===== src/serial_write_defs.vh =====
`ifndef SERIAL_WRITE_DEFS_VH
`define SERIAL_WRITE_DEFS_VH

// Frame lengths of the two variants
`define WORD_BITS_NARROW 16
`define WORD_BITS_WIDE 24
// Default variant
`define WORD_BITS_DEFAULT 24
// Bit counter width, enough for 24
`define CNT_W 5
// Reset values
`define CNT_RST 5'h00
`define LINK_IDLE_RST 1'b1
// Pin synchroniser: frame select, serial clock, serial data
`define SYNC_W 3
`define SYNC_RST 3'h7
`define PIN_FRAME 2
`define PIN_SCLK 1
`define PIN_SDATA 0

`endif


===== src/link_sync.v =====
`timescale 1ns/10ps
`include "serial_write_defs.vh"

module link_sync #(
	parameter WIDTH = 3,
	parameter [WIDTH-1:0] RST_VAL = {WIDTH{1'b1}}
) (
	input wire clk_i,
	input wire arst_n_i,
	input wire [WIDTH-1:0] async_i,
	output wire [WIDTH-1:0] sync_o
);

	reg [WIDTH-1:0] meta_ff;
	reg [WIDTH-1:0] sync_ff;

	always @(posedge clk_i or negedge arst_n_i) begin
		if (!arst_n_i) begin
			meta_ff <= RST_VAL;
			sync_ff <= RST_VAL;
		end else begin
			meta_ff <= async_i;
			sync_ff <= meta_ff;
		end
	end

	assign sync_o = sync_ff;

endmodule


===== src/dac_serial_write_input.v =====
`timescale 1ns/10ps
`include "serial_write_defs.vh"

module dac_serial_write_input #(
	parameter WORD_BITS = `WORD_BITS_DEFAULT
) (
	input wire clk_i,
	input wire arst_n_i,
	input wire frame_n_i,
	input wire sclk_i,
	input wire sdata_i,
	output wire [WORD_BITS-1:0] cmd_word_o,
	output wire cmd_valid_o,
	output wire frame_active_o,
	output wire frame_abort_o
);

	// ----------------------------------------
	// Pin synchronisers
	// ----------------------------------------
	// Pins are asynchronous to clk_i; two stages before any logic reads them
	wire [`SYNC_W-1:0] pins_sync;

	link_sync #(
		.WIDTH(`SYNC_W),
		.RST_VAL(`SYNC_RST)
	) u_sync (
		.clk_i(clk_i),
		.arst_n_i(arst_n_i),
		.async_i({frame_n_i, sclk_i, sdata_i}),
		.sync_o(pins_sync)
	);

	// Data shares the clock's delay, so setup at the pins is kept
	wire frame_n_s = pins_sync[`PIN_FRAME];
	wire sclk_s = pins_sync[`PIN_SCLK];
	wire sdata_s = pins_sync[`PIN_SDATA];

	// ----------------------------------------
	// Edge detection
	// ----------------------------------------
	// History resets to the idle high level: no false edge after reset
	reg frame_n_d_ff;
	reg sclk_d_ff;

	always @(posedge clk_i or negedge arst_n_i) begin
		if (!arst_n_i) begin
			frame_n_d_ff <= `LINK_IDLE_RST;
			sclk_d_ff <= `LINK_IDLE_RST;
		end else begin
			frame_n_d_ff <= frame_n_s;
			sclk_d_ff <= sclk_s;
		end
	end

	wire frame_fall = frame_n_d_ff & ~frame_n_s;
	// Bits are taken on the serial clock's falling edge
	wire sclk_fall = sclk_d_ff & ~sclk_s;

	// ----------------------------------------
	// Frame state
	// ----------------------------------------
	localparam [1:0] ST_IDLE = 2'h0;
	localparam [1:0] ST_SHIFT = 2'h1;
	localparam [1:0] ST_DONE = 2'h2;

	localparam [31:0] LAST_CNT_FULL = WORD_BITS - 1;
	localparam [`CNT_W-1:0] LAST_CNT = LAST_CNT_FULL[`CNT_W-1:0];

	reg [1:0] state_ff;
	reg [1:0] nxt_state;
	reg [`CNT_W-1:0] cnt_ff;
	reg [`CNT_W-1:0] nxt_cnt;

	// Strobes shared by the sections below
	wire in_shift = (state_ff == ST_SHIFT);
	wire take_bit = in_shift & ~frame_n_s & sclk_fall;
	wire last_bit = take_bit & (cnt_ff == LAST_CNT);
	// Frame select high mid-frame wins over a clock fall
	wire cut_frame = in_shift & frame_n_s;

	always @* begin
		nxt_state = state_ff;
		case (state_ff)
			ST_IDLE: begin
				// Clock edges outside a frame are ignored
				if (frame_fall) begin
					nxt_state = ST_SHIFT;
				end
			end
			ST_SHIFT: begin
				// A cut frame drops the partial word, no update
				if (cut_frame) begin
					nxt_state = ST_IDLE;
				end else if (last_bit) begin
					nxt_state = ST_DONE;
				end
			end
			ST_DONE: begin
				// Extra clocks ignored until frame select goes high
				if (frame_n_s) begin
					nxt_state = ST_IDLE;
				end
			end
			default: begin
				nxt_state = ST_IDLE;
			end
		endcase
	end

	always @(posedge clk_i or negedge arst_n_i) begin
		if (!arst_n_i) begin
			state_ff <= ST_IDLE;
		end else begin
			state_ff <= nxt_state;
		end
	end

	// ----------------------------------------
	// Bit counter
	// ----------------------------------------
	// Sized for the wide variant; the narrow one uses part of it
	always @* begin
		nxt_cnt = cnt_ff;
		if ((state_ff == ST_IDLE) && frame_fall) begin
			// Each frame counts from zero, whatever came before
			nxt_cnt = `CNT_RST;
		end else if (take_bit && !last_bit) begin
			nxt_cnt = cnt_ff + 1'b1;
		end
	end

	always @(posedge clk_i or negedge arst_n_i) begin
		if (!arst_n_i) begin
			cnt_ff <= `CNT_RST;
		end else begin
			cnt_ff <= nxt_cnt;
		end
	end

	// ----------------------------------------
	// Input shift register
	// ----------------------------------------
	// One stage per bit; the first bit in ends at the top
	wire [WORD_BITS-1:0] shift_word;
	wire [WORD_BITS-1:0] nxt_shift = {shift_word[WORD_BITS-2:0], sdata_s};
	genvar gi;

	generate
		for (gi = 0; gi < WORD_BITS; gi = gi + 1) begin : g_bit
			reg bit_ff;
			always @(posedge clk_i or negedge arst_n_i) begin
				if (!arst_n_i) begin
					bit_ff <= 1'b0;
				end else if (take_bit) begin
					bit_ff <= nxt_shift[gi];
				end
			end
			assign shift_word[gi] = bit_ff;
		end
	endgenerate

	// ----------------------------------------
	// Command word
	// ----------------------------------------
	// Holds the last complete word; a cut frame leaves it alone
	reg [WORD_BITS-1:0] word_ff;
	wire [WORD_BITS-1:0] nxt_word = last_bit ? nxt_shift : word_ff;

	always @(posedge clk_i or negedge arst_n_i) begin
		if (!arst_n_i) begin
			word_ff <= {WORD_BITS{1'b0}};
		end else begin
			word_ff <= nxt_word;
		end
	end

	// ----------------------------------------
	// Status strobes
	// ----------------------------------------
	// One-cycle pulses; active follows the next state so it is registered too
	reg valid_ff;
	reg abort_ff;
	reg active_ff;
	wire nxt_valid = last_bit;
	wire nxt_abort = cut_frame;
	wire nxt_active = (nxt_state == ST_SHIFT);

	always @(posedge clk_i or negedge arst_n_i) begin
		if (!arst_n_i) begin
			valid_ff <= 1'b0;
			abort_ff <= 1'b0;
		end else begin
			valid_ff <= nxt_valid;
			abort_ff <= nxt_abort;
		end
	end

	always @(posedge clk_i or negedge arst_n_i) begin
		if (!arst_n_i) begin
			active_ff <= 1'b0;
		end else begin
			active_ff <= nxt_active;
		end
	end

	// ----------------------------------------
	// Outputs
	// ----------------------------------------
	// All outputs come straight from flip-flops
	assign cmd_word_o = word_ff;
	assign cmd_valid_o = valid_ff;
	assign frame_active_o = active_ff;
	assign frame_abort_o = abort_ff;

endmodule


===== config.mk =====
export PLATFORM = sky130hd
export DESIGN_NAME = dac_serial_write_input
export DESIGN_NICKNAME = d
export VERILOG_FILES = /design/src/link_sync.v /design/src/dac_serial_write_input.v
export VERILOG_INCLUDE_DIRS = /design/src /design/src/src
export SDC_FILE = /design/constraint.sdc
export NUM_CORES = 1
export LEC_CHECK = 0
export BUFFER_PORTS_ARGS = -buffer_cell sky130_fd_sc_hd__buf_2
export CORE_MARGIN = 10
export CORE_UTILIZATION = 49
export DETAILED_ROUTE_END_ITERATION = 6
export HOLD_SLACK_MARGIN = 0.03
export MAX_ROUTING_LAYER = met4
export PLACE_DENSITY = 0.69
export SYNTH_ARGS = -nofsm -noshare
export SYNTH_HDL_FRONTEND = slang
export SYNTH_HIERARCHICAL = 1
export SYNTH_SLANG_ARGS = --single-unit

===== constraint.sdc =====
create_clock -name clk_i -period 4 [get_ports clk_i]
set_input_delay 0.2 -clock clk_i [delete_from_list [all_inputs] [get_ports clk_i]]
set_output_delay 0.2 -clock clk_i [all_outputs]
set_load 0.01 [all_outputs]

After elaboration in Yosys (flattened, before gate mapping) --
Index checks and enable logic that the tools add are counted.
Cells by class: add/subtract/negate cells 1, eq/ne operators 4, muxes and demuxes 7, bitwise operators 8, reductions and logical operators 5
Operators with widths (count):
- 5-bit 2-to-1 mux | 2
- 2-bit 2-to-1 mux | 4
- 1-bit bitwise AND | 6
- 2-bit case mux with 3 select lines | 1
- 5-bit by 1-bit adder with 5-bit output, second input constant | 1
- 5-bit equality test, second input constant | 1
- 2-bit by 1-bit equality test with 1-bit output, second input constant | 2
- 2-bit equality test, second input constant | 1
- 1-bit logical AND | 2
- 2-bit logical NOT | 1
- 1-bit inverter | 2
- 2-bit nonzero test | 1
- 1-bit logical NOT | 1
Storage, ports and cells: flip-flop bits (word level) 65, bits of input ports 5, output and inout bits 27, logic and storage cells 58

Longest topological paths before layout --
Gate-level depths: netlist (run 1).
depth in word-level cells 8, mapped depth 6, mapped depth without buffers 5

Modules after synthesis --
The synthesis (run 1) kept the hierarchy.
By module, submodules not included:
- dac_serial_write_input | instances 1, cells an instance 147, area an instance 2275.9 um^2, sequential area each 1478.9 um^2
- link_sync | instances 1, cells an instance 6, area an instance 157.7 um^2, sequential area each 157.7 um^2

Least setup slack after synthesis (run 1) --
No wires, ideal clock.
kind register to register, start point register cnt_ff[0], end point register word_ff[16] (netlist: cmd_word_o[16]), data arrival time 1.616 ns, data required time 3.872 ns, path slack 2.257 ns, stages on the path, launching flop included 7, clock period less this slack 1.743 ns, cell sequence dfrtp_1 > ha_1 > and4b_1 > nand3_1 > inv_2 > buf_4 > mux2_1
On the way: longest elaborated chain between the ends 2
Ends and longest elaborated chain:
- from (decl) | RTL line dac_serial_write_input.v:72 | reg [`CNT_W-1:0] cnt_ff;
- from (signal assigned) | RTL line dac_serial_write_input.v:135 | cnt_ff <= `CNT_RST;
- from (signal assigned) | RTL line dac_serial_write_input.v:137 | cnt_ff <= nxt_cnt;
- 5-bit equality test | RTL line dac_serial_write_input.v:78 | wire last_bit = take_bit & (cnt_ff == LAST_CNT);
- 1-bit bitwise AND | RTL line dac_serial_write_input.v:78
- net last_bit | RTL line dac_serial_write_input.v:78
- to (signal assigned) | RTL line dac_serial_write_input.v:172 | word_ff <= {WORD_BITS{1'b0}};
- to (signal assigned) | RTL line dac_serial_write_input.v:174 | word_ff <= nxt_word;
- to (decl) | RTL line dac_serial_write_input.v:167 | reg [WORD_BITS-1:0] word_ff;
The timed path passes the listed nets, and every way through them passes these cells. A chain may end at the register's enable or synchronous reset.

Worst setup path in the final report (run 1) --
start point register cnt_ff[0], end point register word_ff[21] (netlist: cmd_word_o[21])
On the way: longest elaborated chain between the ends 2
Ends and longest elaborated chain (RTL line):
- 5-bit equality test | dac_serial_write_input.v:78
- 1-bit bitwise AND | dac_serial_write_input.v:78
No other way between the ends.

==> metrics, run 1 <==
Area growth, synth to finish=19.1%; element type at the critical path start=register; Post-CTS Hold Buffers=3; worst hold path class=input pin to asynchronous set/reset pin; share of the cycle needed by the critical path after routing=59.4%; CP Launch Point=cnt_ff[0]$_DFFE_PN0P_; Max transition margin=26.7%; final total negative setup slack=0 ns; Global Route Usage Sum=10.8%; slowest stage cell, crit path=sky130_fd_sc_hd__inv_2; TritonCTS clock tree=done; number of global-route vias before repair=1460; register area=1640 um^2; Vias per Instance=5.03; Tmin final=2.38 ns; status=complete, no violations; Die Y=90.5 um; Static Leakage=1.56 nW; number of library cell types mapped by synthesis=30; number of filler instances in the final layout=379; number of nets in the layout=199; Final Max Slew Viols=0; final hold violation count=0; worst IR drop on VDD=0.264 mV; clock transition at the registers of the reported paths=0.07 ns; total non-filler cell area in the finished layout=2900 um^2; total power per unit cell area=463 nW/um^2; count of yosys warnings during synthesis=6; total grt overflow=0; final setup violating endpoints=0; count of TritonRoute iterations in the first routing pass=4; dpl ws=1.62 ns; CP cell instances=ha_1 -> and4b_1 -> nand3_1 -> inv_2 -> mux2_1; vias after detailed routing=1332; number of violations of the max-capacitance limit=0; least setup slack across all paths after layout=1.62 ns; cell accounting for the most synthesized area=sky130_fd_sc_hd__dfrtp_1; cell family with the largest share of critical-path delay=simple AND/OR/NAND/NOR gates; clock buffer count from CTS=9; Worst Setup End Kind=register; Mapped Nets=159; clock root buffer=sky130_fd_sc_hd__clkbuf_8; Clk Latency, worst-skew pair=0.32 ns; biggest area contributors in the synthesized netlist=sky130_fd_sc_hd__dfrtp_1 (59%), sky130_fd_sc_hd__mux2_1 (22%), sky130_fd_sc_hd__dfstp_2 (8.6%); initial detailed-routing violation count=124; placeable core region=4750 um^2; number of primary I/O pins=32; highest cell delay on the worst timing path=0.48 ns; transition time at the pin with the least slew margin=1.10 ns; RSZ-0062 raised after global routing=false; number of nets with antenna violations after routing=0; Routed WL per cell=14.8 um; global-route wire length before repair=6980 um; pin count of the biggest net entering global routing=66; HPWL Detailed=2640 um; Crit Reg-Reg Endpoint=cmd_word_o[21]$_DFFE_PN0P_; number of antenna violations at the first check in global routing=0; Horiz. Die Dim=90.5 um; share of layout cells above drive strength 1=29.3%; Worst path depth=5; average size of a mapped cell=15.9 um^2; Starting Density=51.2%; dpl cell area=2650 um^2; GP Congestion=0.737; synthesized area=2430 um^2; worst-path fanout max=18; R2R Setup Slk=1.62 ns; #FFs+latches synth=65; critical path required time=4.20 ns; deepest clock path buffer count=2; start-to-end type of the worst setup path=register to register; arrival time at the worst endpoint=2.58 ns; TritonCTS sink count=65; Setup Fix Bufs, Post-CTS=0; final worst clock skew=0.00644 ns; DRC violations left=0; total number of placement rows=25; H-tree lvl count=3; beginning of the worst register-to-register path=cnt_ff[0]$_DFFE_PN0P_; portion of synthesized cell area occupied by the leading cell type=58.6%; portion of the post-synthesis area used by sequential elements=67.2%; area of combinational cells with multiple inputs=758 um^2; port bufs=31; worst r2r path cells=5; Resize count post-CTS=0; Post-Synthesis Cells=153; number of inserted diodes=0; buffer and inverter count on the worst path=1; endpoint of the most critical setup path=cmd_word_o[21]$_DFFE_PN0P_; routed wire length=3930 um; Peak Freq=421 MHz; full die area=8190 um^2
layout by cell type (no fill, tap or decap), drive strengths merged:
cell type / count
dfstp: 8
bufinv: 2
nand4b: 1
dfrtp: 57
nor2: 1
a21oi: 1
nor3b: 1
nor4: 1
and4b: 1
nand3: 3
inv: 2
o311a: 1
nand2: 5
nor2b: 1
dlygate4sd3: 3
nand4: 1
buf: 32
ha: 1
a21boi: 1
nand2b: 3
clkinv: 3
o31ai: 2
clkbuf: 11
mux2: 47
o311ai: 2
a31o: 1
or3b: 1
or4b: 1
or4: 1
o21ai: 2
mux2i: 1
final cells by class:
type                       instances  share of cell area, %
sequential                        65                   56.5
multi-input combinational         80                   26.2
timing repair buffer              35                   6.65
clock buffer                      11                   4.88
tap                               67                   2.89
clock inverter                     5                   2.72
inverter                           2                  0.259
power by group:
part / total (W) / internal, W / switching, W
clock: 0.000598 / 0.000367 / 0.000231
sequential: 0.000696 / 0.000682 / 0.0000143
combinational: 0.0000467 / 0.0000192 / 0.0000275
total: 0.00134 / 0.00107 / 0.000273
worst min path at each step:
| stage | from | to | cells after the start |
|---|---|---|---|
| after floorplan | arst_n_i | cmd_valid_o$_DFF_PN0_ | 0 |
| after global placement | frame_n_i | u_sync/meta_ff[2]$_DFF_PN1_ | 1 |
| after detailed placement | sclk_i | u_sync/meta_ff[1]$_DFF_PN1_ | 1 |
| after CTS | arst_n_i | g_bit[11].bit_ff$_DFFE_PN0P_ | 2 |
| after global routing | arst_n_i | g_bit[11].bit_ff$_DFFE_PN0P_ | 2 |
| final | arst_n_i | g_bit[11].bit_ff$_DFFE_PN0P_ | 2 |
kinds of logic (layout without fill, tap and decap cells):
group / after synthesis / in the layout / share of synthesized area [%]
adder cells (fa/ha/maj): 1 / 1 / 0.514
flip-flops: 65 / 65 / 67.2
buffers and inverters: 8 / 53 / 1.59
multiplexers: 48 / 48 / 22.2
AO/OA/AOI/OAI: 10 / 10 / 3.03
AND/OR/NAND/NOR: 21 / 21 / 5.45
registers in the layout (all words and copies together), names as in the netlist:
signal	count
frame_active_o	1
sclk_d_ff	1
frame_abort_o	1
cmd_word_o	24
u_sync/meta_ff	3
u_sync/sync_o	3
cmd_valid_o	1
cnt_ff	5
frame_n_d_ff	1
g_bit.bit_ff	23
state_ff	2
through the flow:
stage	hold slack, ns	total power [W]	util, %	std cells
floorplan	-0.0956	0.000728	-	153
global placement	0.305	0.000750	55.7	246
detailed placement	0.307	0.000754	55.7	246
CTS	0.0579	0.00136	61.0	265
global route	0.102	0.00140	61.0	265
finish	0.0320	0.00134	61.0	265
layer usage:
layer	global-route usage (%)	routed length, um	vias up
met1	12.2	1850	664
met5	-	0	-
met3	4.32	219	7
met2	15.6	1790	33
li1	-	-	628
met4	6.37	74	0
synthesized netlist by cell type (all sizes together):
master and number:
nor2 1, mux2 47, nor3b 1, o311ai 2, or4b 1, nor2b 1
clkbuf 1, buf 5, o311a 1, ha 1, dfstp 8, nand4b 1
or3b 1, nand2 5, a21boi 1, o31ai 2, or4 1, dfrtp 57
inv 2, nand3 3, nor4 1, mux2i 1, and4b 1, a21oi 1
nand4 1, o21ai 2, nand2b 3, a31o 1
Note: power is estimated with default switching activity, not from simulation.
==> inputs of run 2 (changes only) <==
--- a/config.mk
+++ b/config.mk
@@ -6,13 +6,14 @@
 export SDC_FILE = /design/constraint.sdc
 export NUM_CORES = 1
 export LEC_CHECK = 0
+export ABC_AREA = 1
 export BUFFER_PORTS_ARGS = -buffer_cell sky130_fd_sc_hd__buf_2
 export CORE_MARGIN = 10
 export CORE_UTILIZATION = 49
 export DETAILED_ROUTE_END_ITERATION = 6
 export HOLD_SLACK_MARGIN = 0.03
 export MAX_ROUTING_LAYER = met4
-export PLACE_DENSITY = 0.69
+export PLACE_DENSITY = 0.72
 export SYNTH_ARGS = -nofsm -noshare
 export SYNTH_HDL_FRONTEND = slang
 export SYNTH_HIERARCHICAL = 1
==> constraint.sdc (replaced) <==
create_clock -name clk_i -period 1.94 [get_ports clk_i]
set_input_delay 0.097 -clock clk_i [delete_from_list [all_inputs] [get_ports clk_i]]
set_output_delay 0.097 -clock clk_i [all_outputs]
set_load 0.01 [all_outputs]
==> run 2 against run 1 <==
  * Sequential share of layout area down 1.7 points
  * Design area is 3.0% higher
  * Setup slack worse by 1.1 ns
  * Clock power is 130% higher
  * Largest cell class unchanged
==> metrics, run 2 <==
Vias per Instance=4.66; clock transition at the registers of the reported paths=0.07 ns; RSZ-0062 raised after global routing=false; Tmin final=1.44 ns; number of nets in the layout=294; number of violations of the max-capacitance limit=0; Synth Area in Simple Gates=15.7%; arrival time at the worst endpoint=1.66 ns; count of TritonRoute iterations in the first routing pass=4; number of inserted diodes=0; global-route wire length before repair=7750 um; Starting Density=51.6%; Static Leakage=1.46 nW; placeable core region=4820 um^2; number of nets with antenna violations after routing=0; clock buffer count from CTS=9; start-to-end type of the worst setup path=register to register; total number of placement rows=25; buffer and inverter count on the worst path=1; GP Congestion=0.885; combinational family with the most area after synthesis=simple AND/OR/NAND/NOR gates; final worst clock skew=0.00900 ns; share of layout cells above drive strength 1=23.9%; number of flip-flops under the largest register name=24; port bufs=31; portion of the post-synthesis area used by sequential elements=65.9%; Post-Synthesis Cells=248; Post-synth EDFFs=0; synthesized-area fraction occupied by xor and xnor cells=0%; cell family with the largest share of critical-path delay=simple AND/OR/NAND/NOR gates; number of primary I/O pins=32; transition time at the pin with the least slew margin=0.633 ns; Setup Fix Bufs, Post-CTS=0; average size of a mapped cell=10.0 um^2; DRC violations left=0; worst IR drop on VDD=0.605 mV; slowest stage cell, crit path=sky130_fd_sc_hd__dfrtp_1; initial detailed-routing violation count=110; Die Y=91.2 um; Area growth, synth to finish=20.2%; Peak Freq=692 MHz; H-tree lvl count=3; most used cells in the layout excluding fill and tap cells=sky130_fd_sc_hd__nand2_1 (64), sky130_fd_sc_hd__dfrtp_1 (57), sky130_fd_sc_hd__inv_1 (31), sky130_fd_sc_hd__buf_2 (31), sky130_fd_sc_hd__o21ai_0 (28); TritonCTS sink count=65; multiplexer area fraction after synthesis=0%; count of yosys warnings during synthesis=6; Max transition margin=57.8%; final hold violation count=0; status=complete, no violations; worst-path fanout max=24; number of global-route vias before repair=1662; Horiz. Die Dim=91.2 um; most repeated cell in the gate-level netlist after synthesis=sky130_fd_sc_hd__nand2_1; biggest area contributors in the synthesized netlist=sky130_fd_sc_hd__dfrtp_1 (57%), sky130_fd_sc_hd__nand2_1 (9.7%), sky130_fd_sc_hd__dfstp_2 (8.5%); Clk Latency, worst-skew pair=0.34 ns; critical path required time=2.15 ns; post-synthesis compound-gate area fraction=10.4%; Global Route Usage Sum=12.0%; worst hold path class=input pin to asynchronous set/reset pin; library cell appearing most often on the critical path=sky130_fd_sc_hd__nand2_1; share of the cycle needed by the critical path after routing=74.5%; most common library cells after synthesis=sky130_fd_sc_hd__nand2_1 (64), sky130_fd_sc_hd__dfrtp_1 (57), sky130_fd_sc_hd__inv_1 (31); total grt overflow=0; Routed WL per cell=12.3 um; number of library cell types mapped by synthesis=18; #FFs+latches synth=65; total power per unit cell area=973 nW/um^2; final setup violating endpoints=0; portion of synthesized cell area occupied by the leading cell type=57.4%; full die area=8320 um^2; deepest clock path buffer count=2; vias after detailed routing=1678; element type at the critical path start=register; number of antenna violations at the first check in global routing=0; Worst Setup End Kind=register; TritonCTS clock tree=done; highest cell delay on the worst timing path=0.40 ns; cell accounting for the most synthesized area=sky130_fd_sc_hd__dfrtp_1; Post-CTS Hold Buffers=4; total power consumption of the routed design=0.00291 W; clock root buffer=sky130_fd_sc_hd__clkbuf_8; most frequent standard cell in the layout excluding fill and tap cells=sky130_fd_sc_hd__nand2_1; worst hold-check slack=0.312 ns; adder-cell share of the synthesized area=0.504%; Mapped Nets=254; dpl ws=0.514 ns; predominant post-synthesis flop cell=sky130_fd_sc_hd__dfrtp_1; routed wire length=4420 um; pin count of the biggest net entering global routing=40; synthesized area=2480 um^2; number of filler instances in the final layout=417; Resize count post-CTS=0; Final Max Slew Viols=0; HPWL Detailed=2950 um; least setup slack across all paths after layout=0.495 ns; final total negative setup slack=0 ns; fraction of registers with async set/reset=100%; CP cell instances=ha_1 -> nand2_1 -> nor2_2 -> nand2_2 -> buf_4 -> nand2_1 -> o21ai_1
==> run 2: cell count changes after synthesis, sizes merged, moves of 3 or more <==
cell	before	now
mux2	47	0
nand4	1	4
nor2	1	8
nand3	3	13
nand2	5	66
nand2b	3	0
inv	2	31
o21ai	2	48
buf	5	8
==> run 2: cell type report <==
cell class	count	area, um^2	share of cell area (%)
Timing Repair Buffer	40	245	8.21
Tap cell	67	83.8	2.81
Clock inverter	6	105	3.52
Inverter	31	116	3.90
Multi-Input combinational cell	141	662	22.2
Sequential cell	65	1640	54.8
Clock buffer	10	138	4.61
==> run 2: final timing paths <==
kind | start | depth (start not counted) | endpoint | slack (ns)
hold / removal | arst_n_i | 2 | cmd_word_o[22]$_DFFE_PN0P_ | 0.31
max in group asynchronous | arst_n_i | 3 | u_sync/meta_ff[0]$_DFF_PN1_ | 0.94
min in group clk_i | u_sync/meta_ff[1]$_DFF_PN1_ | 0 | u_sync/sync_o[1]$_DFF_PN1_ | 0.36
hold reg to reg | u_sync/meta_ff[1]$_DFF_PN1_ | 0 | u_sync/sync_o[1]$_DFF_PN1_ | 0.36
setup reg to reg | cnt_ff[0]$_DFFE_PN0P_ | 7 | cmd_word_o[15]$_DFFE_PN0P_ | 0.50
setup / recovery | cnt_ff[0]$_DFFE_PN0P_ | 7 | cmd_word_o[15]$_DFFE_PN0P_ | 0.50
==> run 2: through the flow <==
stage          instances  utilization (%)  instance area [um^2]
6_report             360             62.0                  2990
2_1_floorplan        248                -                  2480
3_3_place_gp         340             56.1                  2700
3_5_place_dp         340             56.1                  2700
4_1_cts              360             62.0                  2990
5_1_grt              360             62.0                  2990
==> run 2: power by group <==
part / leakage (nW) / switching (W) / internal (W)
clock: 0.126 / 0.000492 / 0.000881
sequential: 0.874 / 0.0000211 / 0.00140
combinational: 0.459 / 0.0000770 / 0.0000356
==> run 2: per-layer routing <==
layer | wire length, um | part of all wire [%] | GRT usage, %
met1 | 2110 | 48 | 14.6
met2 | 1900 | 43 | 16.6
met3 | 281 | 6.4 | 4.36
met4 | 133 | 3.0 | 7.44
met5 | 0 | 0 | -
==> run 2: cells by family (layout without fill, tap and decap cells) <==
logic type               Yosys count  in the layout
flip-flops                        65             65
AO/OA/AOI/OAI                     48             48
adder cells (fa/ha/maj)            1              1
AND/OR/NAND/NOR                   92             92
buffers and inverters             42             87
==> run 2: worst reg2reg max path, cell delays in order (launching register included) <==
cell and delay [ns]:
sky130_fd_sc_hd__dfrtp_1 0.40, sky130_fd_sc_hd__ha_1 0.23, sky130_fd_sc_hd__nand2_1 0.10, sky130_fd_sc_hd__nor2_2 0.15, sky130_fd_sc_hd__nand2_2 0.07, sky130_fd_sc_hd__buf_4 0.22
sky130_fd_sc_hd__nand2_1 0.10, sky130_fd_sc_hd__o21ai_1 0.06
